$ cat src/verilog/xtc_map.vh
// Purpose: Constants for the cross trigger coordination block.
// Assumes: APB with 32-bit data, word aligned registers.
// Notes:   Overview and register map follow.
//
// Overview of operation
// - Bus carries only trigger, execute, ready.
// - Execute pulse starts every enabled unit.
// - Peer break puts unit into wait.
// - Own monitor break pulls ready false.
// - Enabling connector break clears its pending.
// - Enable breaks at once only on bus trigger.
// - Bus trigger break reports bus cause.
// - Connector trigger break records connector cause.
// - Routed internal line drives connector output.
// - Internal lines route arm, triggers, connector, bus.
// - Wait state shows a distinct wait flag.
// - Trace status: complete, halted or running.
// - Stopped units resume when ready returns.
// - Execute: drivers off, start analyzers, drivers on.
// - Trigger output drops on restart or answer.
`ifndef XTC_MAP_VH
`define XTC_MAP_VH
// ****************************************
// Register offsets
// ****************************************
`define XTC_REG_CTRL   12'h000
`define XTC_REG_ROUTE  12'h004
`define XTC_REG_BREAK  12'h008
`define XTC_REG_CMD    12'h00C
`define XTC_REG_STATUS 12'h010
// ****************************************
// Control fields
// ****************************************
`define XTC_CTRL_PART   0
`define XTC_CTRL_BRK_BUS 1
`define XTC_CTRL_BRK_CON 2
// ****************************************
// Route fields, bit a then bit b
// ****************************************
`define XTC_RT_TGOUT   0
`define XTC_RT_XTGOUT  2
`define XTC_RT_ARM     4
`define XTC_RT_XARM    6
`define XTC_RT_CON_IN  8
`define XTC_RT_CON_OUT 10
`define XTC_RT_BUS_IN  12
`define XTC_RT_BUS_OUT 14
// ****************************************
// Command bits, write one to act
// ****************************************
`define XTC_CMD_EXEC   0
`define XTC_CMD_BREAK  1
`define XTC_CMD_RUN    2
`define XTC_CMD_TSTART 3
`define XTC_CMD_THALT  4
`define XTC_CMD_ACK    5
// ****************************************
// Break cause codes
// ****************************************
`define XTC_CAUSE_NONE 2'h0
`define XTC_CAUSE_USER 2'h1
`define XTC_CAUSE_BUS  2'h2
`define XTC_CAUSE_CON  2'h3
// ****************************************
// Run states and trace states
// ****************************************
`define XTC_ST_RUN     2'h0
`define XTC_ST_MON     2'h1
`define XTC_ST_WAIT    2'h2
`define XTC_TR_IDLE    2'h0
`define XTC_TR_RUN     2'h1
`define XTC_TR_DONE    2'h2
`define XTC_TR_HALT    2'h3
// ****************************************
// Execute sequence lengths in cycles
// ****************************************
`define XTC_EXEC_GAP   4'h2
`endif

$ cat src/verilog/xtc_core.v
// Purpose: Cross trigger coordination of one emulator/analyzer unit.
// Assumes: One clock; bus pins already synchronous; APB slave, zero wait.
// Notes:   Shared lines are wired-OR: output enable high asserts trigger and execute, pulls ready low.
//
// Implementation choices: the APB slave port and the address map.
`timescale 1ns/1ps
`include "xtc_map.vh"
module xtc_core (
  // Clock and reset
  input  wire        mclk,
  input  wire        rst_n,
  // APB slave
  input  wire        psel,
  input  wire        penable,
  input  wire        pwrite,
  input  wire [11:0] paddr,
  input  wire [31:0] pwdata,
  output reg  [31:0] prdata,
  output reg         pready,
  output reg         pslverr,
  // Coordination bus, active high level on the wire
  input  wire        bus_trigger_in,
  output reg         bus_trigger_oe,
  input  wire        bus_execute_in,
  output reg         bus_execute_oe,
  input  wire        bus_ready_in,
  output reg         bus_ready_oe,
  // Connector trigger
  input  wire        con_trigger_in,
  output reg         con_trigger_out,
  output reg         con_trigger_oe,
  // Analyzers
  input  wire        ana_trigger,
  input  wire        xana_trigger,
  input  wire        ana_done,
  output reg         ana_arm,
  output reg         xana_arm,
  output reg         ana_start,
  // Emulator status
  output reg         emu_break,
  output reg         emu_wait
);
  // ****************************************
  // Registers
  // ****************************************
  reg  [2:0]  ctrl;
  reg  [15:0] route;
  reg  [1:0]  run_state;
  reg  [1:0]  cause;
  reg  [1:0]  trace_state;
  reg         pend_bus;
  reg         pend_con;
  reg         tgout_act;
  reg  [1:0]  exec_ph;
  reg  [3:0]  exec_cnt;
  reg         exec_pulse;
  reg         run_req;
  wire        con_rise;
  wire        exec_rise;
  wire [1:0]  line;
  wire        wr;
  wire        rd;
  wire [31:0] cmd;
  wire        en_bus;
  wire        en_con;

  localparam EX_IDLE = 2'h0;
  localparam EX_OFF  = 2'h1;
  localparam EX_ARM  = 2'h2;
  localparam EX_ON   = 2'h3;

  function sel2;
    input [1:0] r;
    input [1:0] l;
    begin
      sel2 = |(r & l);
    end
  endfunction

  assign wr  = psel & penable & pwrite;
  assign rd  = psel & ~pwrite;
  assign cmd = (wr && paddr == `XTC_REG_CMD) ? pwdata : 32'h0000_0000;
  assign en_bus = wr && paddr == `XTC_REG_CTRL && pwdata[`XTC_CTRL_BRK_BUS]
                  && !ctrl[`XTC_CTRL_BRK_BUS];
  assign en_con = wr && paddr == `XTC_REG_CTRL && pwdata[`XTC_CTRL_BRK_CON]
                  && !ctrl[`XTC_CTRL_BRK_CON];

  xtc_edge u_con (
    .mclk  (mclk),
    .rst_n (rst_n),
    .level (con_trigger_in),
    .rise  (con_rise)
  );

  xtc_edge u_exe (
    .mclk  (mclk),
    .rst_n (rst_n),
    .level (bus_execute_in),
    .rise  (exec_rise)
  );

  // ****************************************
  // Internal trigger lines a and b
  // ****************************************
  genvar g;
  generate
    for (g = 0; g < 2; g = g + 1) begin : g_line
      assign line[g] = (route[`XTC_RT_TGOUT + g] & tgout_act)
                     | (route[`XTC_RT_XTGOUT + g] & xana_trigger)
                     | (route[`XTC_RT_CON_IN + g] & con_trigger_in)
                     | (route[`XTC_RT_BUS_IN + g] & bus_trigger_in);
    end
  endgenerate

  // ****************************************
  // APB slave and control
  // ****************************************
  always @(posedge mclk or negedge rst_n) begin
    if (!rst_n) begin
      ctrl    <= 3'h0;
      route   <= 16'h0000;
      prdata  <= 32'h0000_0000;
      pready  <= 1'b0;
      pslverr <= 1'b0;
    end else begin
      pready  <= psel & ~penable;
      pslverr <= psel & ~penable & (paddr > `XTC_REG_STATUS || paddr[1:0] != 2'h0);
      if (wr && paddr == `XTC_REG_CTRL) begin
        ctrl <= pwdata[2:0];
      end
      if (wr && paddr == `XTC_REG_ROUTE) begin
        route <= pwdata[15:0];
      end
      prdata <= 32'h0000_0000;
      if (rd && !penable) begin
        case (paddr)
          `XTC_REG_CTRL:   prdata <= {29'h0, ctrl};
          `XTC_REG_ROUTE:  prdata <= {16'h0, route};
          `XTC_REG_BREAK:  prdata <= {28'h0, pend_con, pend_bus, cause};
          `XTC_REG_STATUS: prdata <= {24'h0, tgout_act, exec_ph, trace_state,
                                      run_state == `XTC_ST_WAIT, run_state};
          default:         prdata <= 32'h0000_0000;
        endcase
      end
    end
  end

  // ****************************************
  // Break requests and run state
  // ****************************************
  always @(posedge mclk or negedge rst_n) begin
    if (!rst_n) begin
      pend_bus  <= 1'b0;
      pend_con  <= 1'b0;
      run_state <= `XTC_ST_RUN;
      cause     <= `XTC_CAUSE_NONE;
      run_req   <= 1'b0;
    end else begin
      if (en_bus) begin
        pend_bus <= bus_trigger_in & ~bus_trigger_oe;
      end else if (ctrl[`XTC_CTRL_BRK_BUS] && bus_trigger_in) begin
        pend_bus <= 1'b1;
      end else if (run_state == `XTC_ST_MON) begin
        pend_bus <= 1'b0;
      end
      if (en_con) begin
        pend_con <= 1'b0;
      end else if (ctrl[`XTC_CTRL_BRK_CON] && con_rise) begin
        pend_con <= 1'b1;
      end else if (run_state == `XTC_ST_MON) begin
        pend_con <= 1'b0;
      end
      if (cmd[`XTC_CMD_RUN]) begin
        run_req <= 1'b1;
      end else if (run_state != `XTC_ST_MON) begin
        run_req <= 1'b0;
      end
      case (run_state)
        `XTC_ST_RUN: begin
          if (pend_bus) begin
            run_state <= `XTC_ST_MON;
            cause     <= `XTC_CAUSE_BUS;
          end else if (pend_con) begin
            run_state <= `XTC_ST_MON;
            cause     <= `XTC_CAUSE_CON;
          end else if (cmd[`XTC_CMD_BREAK]) begin
            run_state <= `XTC_ST_MON;
            cause     <= `XTC_CAUSE_USER;
          end else if (ctrl[`XTC_CTRL_PART] && (!bus_ready_in || exec_rise)) begin
            run_state <= `XTC_ST_WAIT;
          end
        end
        `XTC_ST_MON: begin
          if (run_req) begin
            run_state <= ctrl[`XTC_CTRL_PART] ? `XTC_ST_WAIT : `XTC_ST_RUN;
          end
        end
        `XTC_ST_WAIT: begin
          if (!ctrl[`XTC_CTRL_PART] || (bus_ready_in && exec_ph == EX_IDLE)) begin
            run_state <= `XTC_ST_RUN;
          end
        end
        default: run_state <= `XTC_ST_RUN;
      endcase
    end
  end

  // ****************************************
  // Execute sequence and trace state
  // ****************************************
  always @(posedge mclk or negedge rst_n) begin
    if (!rst_n) begin
      exec_ph     <= EX_IDLE;
      exec_cnt    <= 4'h0;
      exec_pulse  <= 1'b0;
      trace_state <= `XTC_TR_IDLE;
      tgout_act   <= 1'b0;
    end else begin
      exec_pulse <= cmd[`XTC_CMD_EXEC] & ctrl[`XTC_CTRL_PART];
      case (exec_ph)
        EX_IDLE: begin
          if (exec_rise && ctrl[`XTC_CTRL_PART]) begin
            exec_ph  <= EX_OFF;
            exec_cnt <= `XTC_EXEC_GAP;
          end
        end
        EX_OFF: begin
          exec_cnt <= exec_cnt - 4'h1;
          if (exec_cnt == 4'h1) begin
            exec_ph <= EX_ARM;
          end
        end
        EX_ARM: begin
          exec_ph  <= EX_ON;
          exec_cnt <= `XTC_EXEC_GAP;
        end
        EX_ON: begin
          exec_cnt <= exec_cnt - 4'h1;
          if (exec_cnt == 4'h1) begin
            exec_ph <= EX_IDLE;
          end
        end
        default: exec_ph <= EX_IDLE;
      endcase
      if (cmd[`XTC_CMD_THALT]) begin
        trace_state <= `XTC_TR_HALT;
      end else if (cmd[`XTC_CMD_TSTART] || exec_ph == EX_ARM) begin
        trace_state <= `XTC_TR_RUN;
      end else if (trace_state == `XTC_TR_RUN && ana_done) begin
        trace_state <= `XTC_TR_DONE;
      end
      if (ana_trigger && trace_state == `XTC_TR_RUN) begin
        tgout_act <= 1'b1;
      end else if (cmd[`XTC_CMD_TSTART] || cmd[`XTC_CMD_ACK]) begin
        tgout_act <= 1'b0;
      end
    end
  end

  // ****************************************
  // Registered outputs
  // ****************************************
  always @(posedge mclk or negedge rst_n) begin
    if (!rst_n) begin
      bus_trigger_oe  <= 1'b0;
      bus_execute_oe  <= 1'b0;
      bus_ready_oe    <= 1'b0;
      con_trigger_out <= 1'b0;
      con_trigger_oe  <= 1'b0;
      ana_arm         <= 1'b0;
      xana_arm        <= 1'b0;
      ana_start       <= 1'b0;
      emu_break       <= 1'b0;
      emu_wait        <= 1'b0;
    end else begin
      // Only three shared lines are driven.
      bus_trigger_oe  <= sel2(route[`XTC_RT_BUS_OUT +: 2], line)
                         && exec_ph != EX_OFF && exec_ph != EX_ARM;
      bus_execute_oe  <= exec_pulse;
      bus_ready_oe    <= ctrl[`XTC_CTRL_PART] &&
                         (run_state == `XTC_ST_MON || exec_ph != EX_IDLE);
      con_trigger_out <= sel2(route[`XTC_RT_CON_OUT +: 2], line);
      con_trigger_oe  <= |route[`XTC_RT_CON_OUT +: 2];
      ana_arm         <= sel2(route[`XTC_RT_ARM +: 2], line);
      xana_arm        <= sel2(route[`XTC_RT_XARM +: 2], line);
      ana_start       <= exec_ph == EX_ARM;
      emu_break       <= run_state == `XTC_ST_MON;
      emu_wait        <= run_state == `XTC_ST_WAIT;
    end
  end
endmodule // xtc_core

$ cat src/verilog/xtc_edge.v
// Purpose: Rising edge detector on a synchronous input.
// Assumes: Input already synchronous to mclk.
// Notes:   Pulse lasts one cycle.
`timescale 1ns/1ps
module xtc_edge (
  // Clock and reset
  input  wire mclk,
  input  wire rst_n,
  // Level in, pulse out
  input  wire level,
  output wire rise
);
  reg prev;

  always @(posedge mclk or negedge rst_n) begin
    if (!rst_n) begin
      prev <= 1'b0;
    end else begin
      prev <= level;
    end
  end

  assign rise = level & ~prev;
endmodule // xtc_edge

$ cat config.mk
export PLATFORM = sky130hd
export DESIGN_NAME = xtc_core
export DESIGN_NICKNAME = d
export VERILOG_FILES = /design/src/verilog/xtc_core.v /design/src/verilog/xtc_edge.v
export VERILOG_INCLUDE_DIRS = /design/src /design/src/verilog
export SDC_FILE = /design/constraint.sdc
export NUM_CORES = 1
export LEC_CHECK = 0
export ABC_AREA = 1
export BUFFER_PORTS_ARGS = -buffer_cell sky130_fd_sc_hd__buf_2
export CAP_MARGIN = 20
export CORE_MARGIN = 5
export CORE_UTILIZATION = 40
export CTS_BUF_LIST = sky130_fd_sc_hd__clkbuf_2 sky130_fd_sc_hd__clkbuf_4 sky130_fd_sc_hd__clkbuf_8
export DETAILED_ROUTE_END_ITERATION = 16
export PLACE_DENSITY = 0.75
export REMOVE_ABC_BUFFERS = 1
export SYNTH_ARGS = -nofsm -noshare
export SYNTH_HDL_FRONTEND = slang
export SYNTH_SLANG_ARGS = --single-unit
$ cat constraint.sdc
create_clock -name mclk -period 1.6 [get_ports mclk]
set_clock_uncertainty 0.05 [all_clocks]
set_input_delay 0.16 -clock mclk [delete_from_list [all_inputs] [get_ports mclk]]
set_output_delay 0.16 -clock mclk [all_outputs]
set_load 0.01 [all_outputs]
# ---- Word-level counts from Yosys, hierarchy flattened
# Index checks and enable logic that the tools add are counted.
dict set report op_classes {
  magnitude_cmp 1
  mux 32
  eq_ne 20
  n_bitwise 32
  n_addsub 1
  reduce_logical 49
}
# operator count
set ops {}
lappend ops {{one-hot mux 16 bit (4 select lines)} 1}
lappend ops {{two-way mux 2 bit} 16}
lappend ops {{two-way mux 32 bit} 1}
lappend ops {{equality test 12 x 4 -> 1 bit (second input constant)} 2}
lappend ops {{logical AND 1 bit} 18}
lappend ops {{bitwise AND 1 bit} 17}
lappend ops {{equality test 12 x 3 -> 1 bit (second input constant)} 1}
lappend ops {{equality test 12 x 5 -> 1 bit (second input constant)} 1}
lappend ops {{greater-than comparator 12 x 5 -> 1 bit (second input constant)} 1}
lappend ops {{zero test 12 bit} 1}
lappend ops {{one-hot mux 4 bit (3 select lines)} 1}
lappend ops {{nonzero test 3 bit} 4}
lappend ops {{OR reduction 2 bit} 6}
lappend ops {{inequality test 2 bit (second input constant)} 5}
lappend ops {{two-way mux 1 bit} 9}
lappend ops {{bitwise AND 2 bit} 4}
lappend ops {{one-hot mux 2 bit (4 select lines)} 1}
lappend ops {{nonzero test 2 bit} 4}
lappend ops {{equality test 2 x 1 -> 1 bit (second input constant)} 3}
lappend ops {{equality test 2 bit (second input constant)} 3}
lappend ops {{logical OR 1 bit} 6}
lappend ops {{two-way mux 6 bit} 1}
lappend ops {{inequality test 2 x 1 -> 1 bit (second input constant)} 3}
lappend ops {{OR 1 bit} 6}
lappend ops {{other kinds (10)} 20}
dict set report word_totals {
  inputBits 56
  word_cells 162
  output_inout_bits 44
  regBits 82
}

# ---- Depth between registers and ports, before layout
dict set report depth {
  depth_word 9
  mapped_depth 9
  mapped_depth_nobuf 9
}

# ---- Modules after synthesis
# Synthesis repeated with hierarchy kept, for this count alone.
dict set report unflattened {
  cells_unflattened 350
  area_unflattened_um2 3115.5
}
# mod n_inst cells_per_inst seq_area_each_um2 area_per_inst_um2
set modules_own_cells {}
lappend modules_own_cells {xtc_core 1 344 1601.5 3045.4}
lappend modules_own_cells {xtc_edge 2 3 25.0 35.0}

# ---- Least setup slack after synthesis
# No wires, ideal clock.
dict set report synth_timing {
  path_kind {register to register}
  startpoint {reg exec_ph[0]}
  endpoint {reg exec_ph[0]}
  n_path_buf 0
  path_stages_with_launch 7
  t_required_ns 1.415
  t_arrival_ns 1.220
  setup_ns 0.135
  period_less_slack_ns 1.404
  setup_slack_ns 0.196
  path_cell_list {dfrtp_1 inv_1 ha_1 nand2_1 o21ai_0 nor3_1 a21oi_1}
}
dict set report synth_via {
  elab_chain_cells 3
  elab_cells_between_ends 9
  cone_classes {eq/ne: 6; mux: 1; reduce/logical: 2}
}
# item line_no
set synth_rtl {}
lappend synth_rtl {{start: declaration} xtc_core.v:54} ;# reg [1:0] exec_ph;
lappend synth_rtl {{start signal: assignment} xtc_core.v:213} ;# exec_ph <= EX_IDLE;
lappend synth_rtl {{start signal: assignment} xtc_core.v:223} ;# exec_ph <= EX_OFF;
lappend synth_rtl {{start signal: assignment} xtc_core.v:230} ;# exec_ph <= EX_ARM;
lappend synth_rtl {{equality test 2 x 1 -> 1 bit (tied with other cells)} xtc_core.v:220} ;# case (exec_ph)
lappend synth_rtl {{inequality test 2 bit (no line) or inequality test 2 x 1 -> 1 bit (tied branches)} n/a}
lappend synth_rtl {{AND reduction 3 bit (no line)} n/a}
# Several ways; a longest one is shown, not always the timed one.
# A chain may end at the register's enable or synchronous reset.

# ---- Worst setup path in the final report
dict set report layout_timing {
  startpoint {in psel}
  endpoint {reg trace_state[1]}
}
dict set report layout_via {
  elab_chain_cells 7
  elab_cells_between_ends 8
  cone_classes {mux: 3; bitwise: 2; reduce/logical: 3}
}
# item line_no
set layout_rtl {}
lappend layout_rtl {{start: declaration} xtc_core.v:13} ;# input wire psel,
lappend layout_rtl {{bitwise AND 1 bit (*) (2 in a row)} xtc_core.v:80} ;# assign wr = psel & penable & pwrite;
lappend layout_rtl {{logical AND 1 bit (no line) (*)} n/a}
lappend layout_rtl {{two-way mux 6 bit (*)} xtc_core.v:82} ;# assign cmd = (wr && paddr == `XTC_REG_CMD) ? pwdata : 32'h0000_0000;
lappend layout_rtl {{logical OR 1 bit} xtc_core.v:247} ;# end else if (cmd[`XTC_CMD_TSTART] || exec_ph == EX_ARM) begin
lappend layout_rtl {{two-way mux 2 bit} xtc_core.v:247}
lappend layout_rtl {{two-way mux 2 bit} xtc_core.v:245} ;# if (cmd[`XTC_CMD_THALT]) begin
lappend layout_rtl {{end signal: assignment} xtc_core.v:246} ;# trace_state <= `XTC_TR_HALT;
lappend layout_rtl {{end signal: assignment} xtc_core.v:248} ;# trace_state <= `XTC_TR_RUN;
lappend layout_rtl {{end signal: assignment} xtc_core.v:250} ;# trace_state <= `XTC_TR_DONE;
lappend layout_rtl {{end: declaration} xtc_core.v:50} ;# reg [1:0] trace_state;
# Mark *: on every way between the ends. The rest lies on a longest branch, timed or not.

==> metrics.md <==
| Metric | Value |
|---|---|
| DRC viols | `0` |
| Largest area contributor in the netlist | `dfrtp_1` |
| Vias per std cell | `4.64` |
| Worst R2R End | `exec_cnt[3]$_DFFE_PN0P_` |
| Final setup fails | `0` |
| Hold Fails Final Rpt | `0` |
| Initial Util | `0.405` |
| Diodes inserted | `0` |
| R2R Setup Slk | `0.15 ns` |
| Root buffer cell | `clkbuf_8` |
| Max Slew Vio Count | `0` |
| Synth warn | `0` |
| Count of filler cells inserted in the layout | `722` |
| First drt pass iteration count | `4` |
| Remaining antenna violation count | `0` |
| Post-synthesis sequential element count | `66` |
| CP required | `~1.8 ns` |
| Maxcap violations | `0` |
| Slew HR | `0.665` |
| Clk sink count | `66` |
| Sequential area share after synthesis | `0.534` |
| Routed len/inst | `12.7 µm` |
| Worst Tran Pin Value | `0.502 ns` |
| Die height | `98.0 µm` |
| PD cells | `1150 nW/µm²` |
| Hold Path Origin | `pwdata[9]` |
| H-tree depth | `3` |
| Status | `completed` |
| First-pass GRT wire length | `11600 µm` |
| Critical Path AT | `between 1.5 and 2 ns` |
| Initial antenna violation count | `0` |
| Synth top cells by count | `66 x dfrtp_1, 57 x nand2_1, 48 x inv_1` |
| Die area | `9590 µm²` |
| Post-synth cell types | `33` |
| Max Root-Sink Buffers | `2` |
| Final Wtd Congestion | `0.848` |
| Pin count of the biggest net entering global routing | `42` |
| Crit share post-route | `0.913` |
| CP max stage delay | `0.54 ns` |
| Fin Setup TNS | `0 ns` |
| GRT overflow | `0` |
| Top-count cell post-synth | `dfrtp_1` |
| Leakage power | `2.10 nW` |
| Number of enable flip-flop cells after synthesis | `0` |
| Worst setup EP type | `flop` |
| Peak VDD IR | `a little over 0.5 mV` |
| Hold slack | `0.0175 ns` |
| Synth async-reset ratio | `1.00` |
| Clk slew on worst S/H paths | `around 0.080 ns` |
| Min-Delay Path Class | `primary input to flop` |
| CTS resizes | `0` |
| Critical path class | `primary input to flop` |
| CTS tree | `yes` |
| Worst r2r path cells | `7` |
| Area Growth Syn to Fin | `26.5%` |
| Crit path cell chain | `dlygate4sd3_1 > buf_2 > nand3_1 > nor2_1 > nand2_1 > o21ai_1 > o22ai_1` |
| TritonCTS Buffers | `9` |
| I/O pin cnt | `100` |
| CP max-delay cell | `dlygate4sd3_1` |
| Synthesized cell area | `3090 µm²` |
| Fin crit period | `1.46 ns` |
| Total track usage | `0.152` |
| Hold endpoint | `route[9]$_DFFE_PN0P_` |
| Core ar. | `between 7000 and 8000 µm²` |
| R2r startpoint | `exec_ph[0]$_DFFE_PN0P_` |
| Routed vias | `about 2600` |
| Crit-path max FO | `6` |
| Top_reg_cell synth | `dfrtp_1` |
| Vias in the first global route | `2571` |
| Post-DP HPWL | `5370 µm` |
| CP Launch Type | `primary input` |
| Nets | `506` |
| Share of cells above drive strength 1 | `0.254` |
| Share of the synthesized area in the top cell type | `0.534` |
| Hold Path Cell Cnt | `3` |
| Port buffer count | `67` |
| DR iter-0 viols | `between 100 and 150` |
| Cell Rows | `32` |
| Worst skew pair latency | `0.35 ns` |
| Routed WL | `about 7000 µm` |
| Post-Synthesis Cells | `346` |
| Avg Cell Area, Syn | `slightly below 9 µm²` |
| Synth top area cells | `dfrtp_1 53%, nand2_1 6.9%, inv_1 5.8%` |
| Fmax achieved | `684 MHz` |
| Unrepaired setup endpoints after global routing | `false` |
| Die Wd | `98.0 µm` |
-- per-layer routing --
layer / vias to the layer above / routed length (µm) / global-route usage
li1: 1266 / - / -
met1: 1182 / 2870 / 0.177
met2: 88 / 3490 / 0.262
met3: 15 / 476 / 0.0450
met4: 0 / 130 / 0.0618
met5: - / 0 / 0
-- cells by family after synthesis --
group                    Yosys count  synth area share
AND/OR/NAND/NOR                  145             0.214
flip-flops                        66             0.534
buffers and inverters             70             0.110
AO/OA/AOI/OAI                     56             0.110
XOR/XNOR                           1           0.00283
other                              1           0.00121
adder cells (fa/ha/maj)            7            0.0283
-- layout make-up --
type / instances / area [µm²] / area share
Tap cell: 102 / 128 / 0.0326
Multi-Input combinational cell: 225 / 1160 / 0.296
Clock buffer: 11 / 151 / 0.0387
Sequential cell: 66 / 1650 / 0.422
Clock inverter: 5 / 85.1 / 0.0217
Timing Repair Buffer: 93 / 558 / 0.143
Inverter: 48 / 180 / 0.0460
-- layout by cell type (no fill, tap or decap), types with 2 or more instances in the layout --
cell,count
a21oi_1,15
a22o_1,3
buf_2,67
buf_4,15
bufinv_16,2
clkbuf_8,11
conb_1,16
dfrtp_1,66
dlygate4sd3_1,11
ha_1,7
inv_1,48
nand2_1,57
nand2_4,2
nand3_1,18
nand3b_1,2
nand4_1,2
nor2_1,42
nor3_1,10
nor3b_1,5
o21ai_0,16
o21ai_1,7
o21ai_2,7
o22ai_1,4
-- registers in the layout, indices dropped and copies added, names as in the netlist, 2 cells and up --
name,count
cause,2
ctrl,3
exec_cnt,4
exec_ph,2
prdata,16
route,16
run_state,2
trace_state,2
-- power by group --
group / internal (W) / switching [W] / total [W]
logic: 0.000401 / 0.000557 / 0.000958
registers: 0.00182 / 0.0000935 / 0.00192
clock network: 0.000970 / 0.000662 / 0.00163
total: 0.00319 / 0.00131 / 0.00451
-- what timing repair did --
item	in CTS	in global routing
setup buffers	0	1
hold buffers	11	0
hold endpoints to repair	76	0
setup endpoints to repair	0	1
-- critical path: cells and delay by family --
kind,cells,cell delay [ns]
buffers and inverters,2,0.65
AND/OR/NAND/NOR,3,0.50
AO/OA/AOI/OAI,2,0.31
-- worst max-delay path by stage --
stage / startpoint / endpoint / slack, ns
floorplan: paddr[8] / route[10]$_DFFE_PN0P_ / 0.07
global placement: paddr[8] / prdata[4]$_DFF_PN0_ / 0.15
detailed placement: paddr[7] / prdata[14]$_DFF_PN0_ / 0.05
CTS: exec_ph[1]$_DFFE_PN0P_ / exec_ph[0]$_DFFE_PN0P_ / 0.10
global route: exec_ph[1]$_DFFE_PN0P_ / exec_ph[0]$_DFFE_PN0P_ / 0.01
finish: psel / trace_state[1]$_DFFE_PN0P_ / 0.14
-- per-stage QoR --
step	utilization	power [W]	instances	setup slack [ns]	area, µm²
6_report	0.512	0.00451	550	0.138	3910
5_1_grt	0.512	0.00477	550	0.0148	3910
4_1_cts	0.511	0.00454	549	0.104	3910
3_5_place_dp	0.465	0.00287	522	0.0488	3560
3_3_place_gp	0.465	0.00282	522	0.150	3560
2_1_floorplan	-	0.00250	339	0.0669	2990
Power figures use the tool's default switching activity.
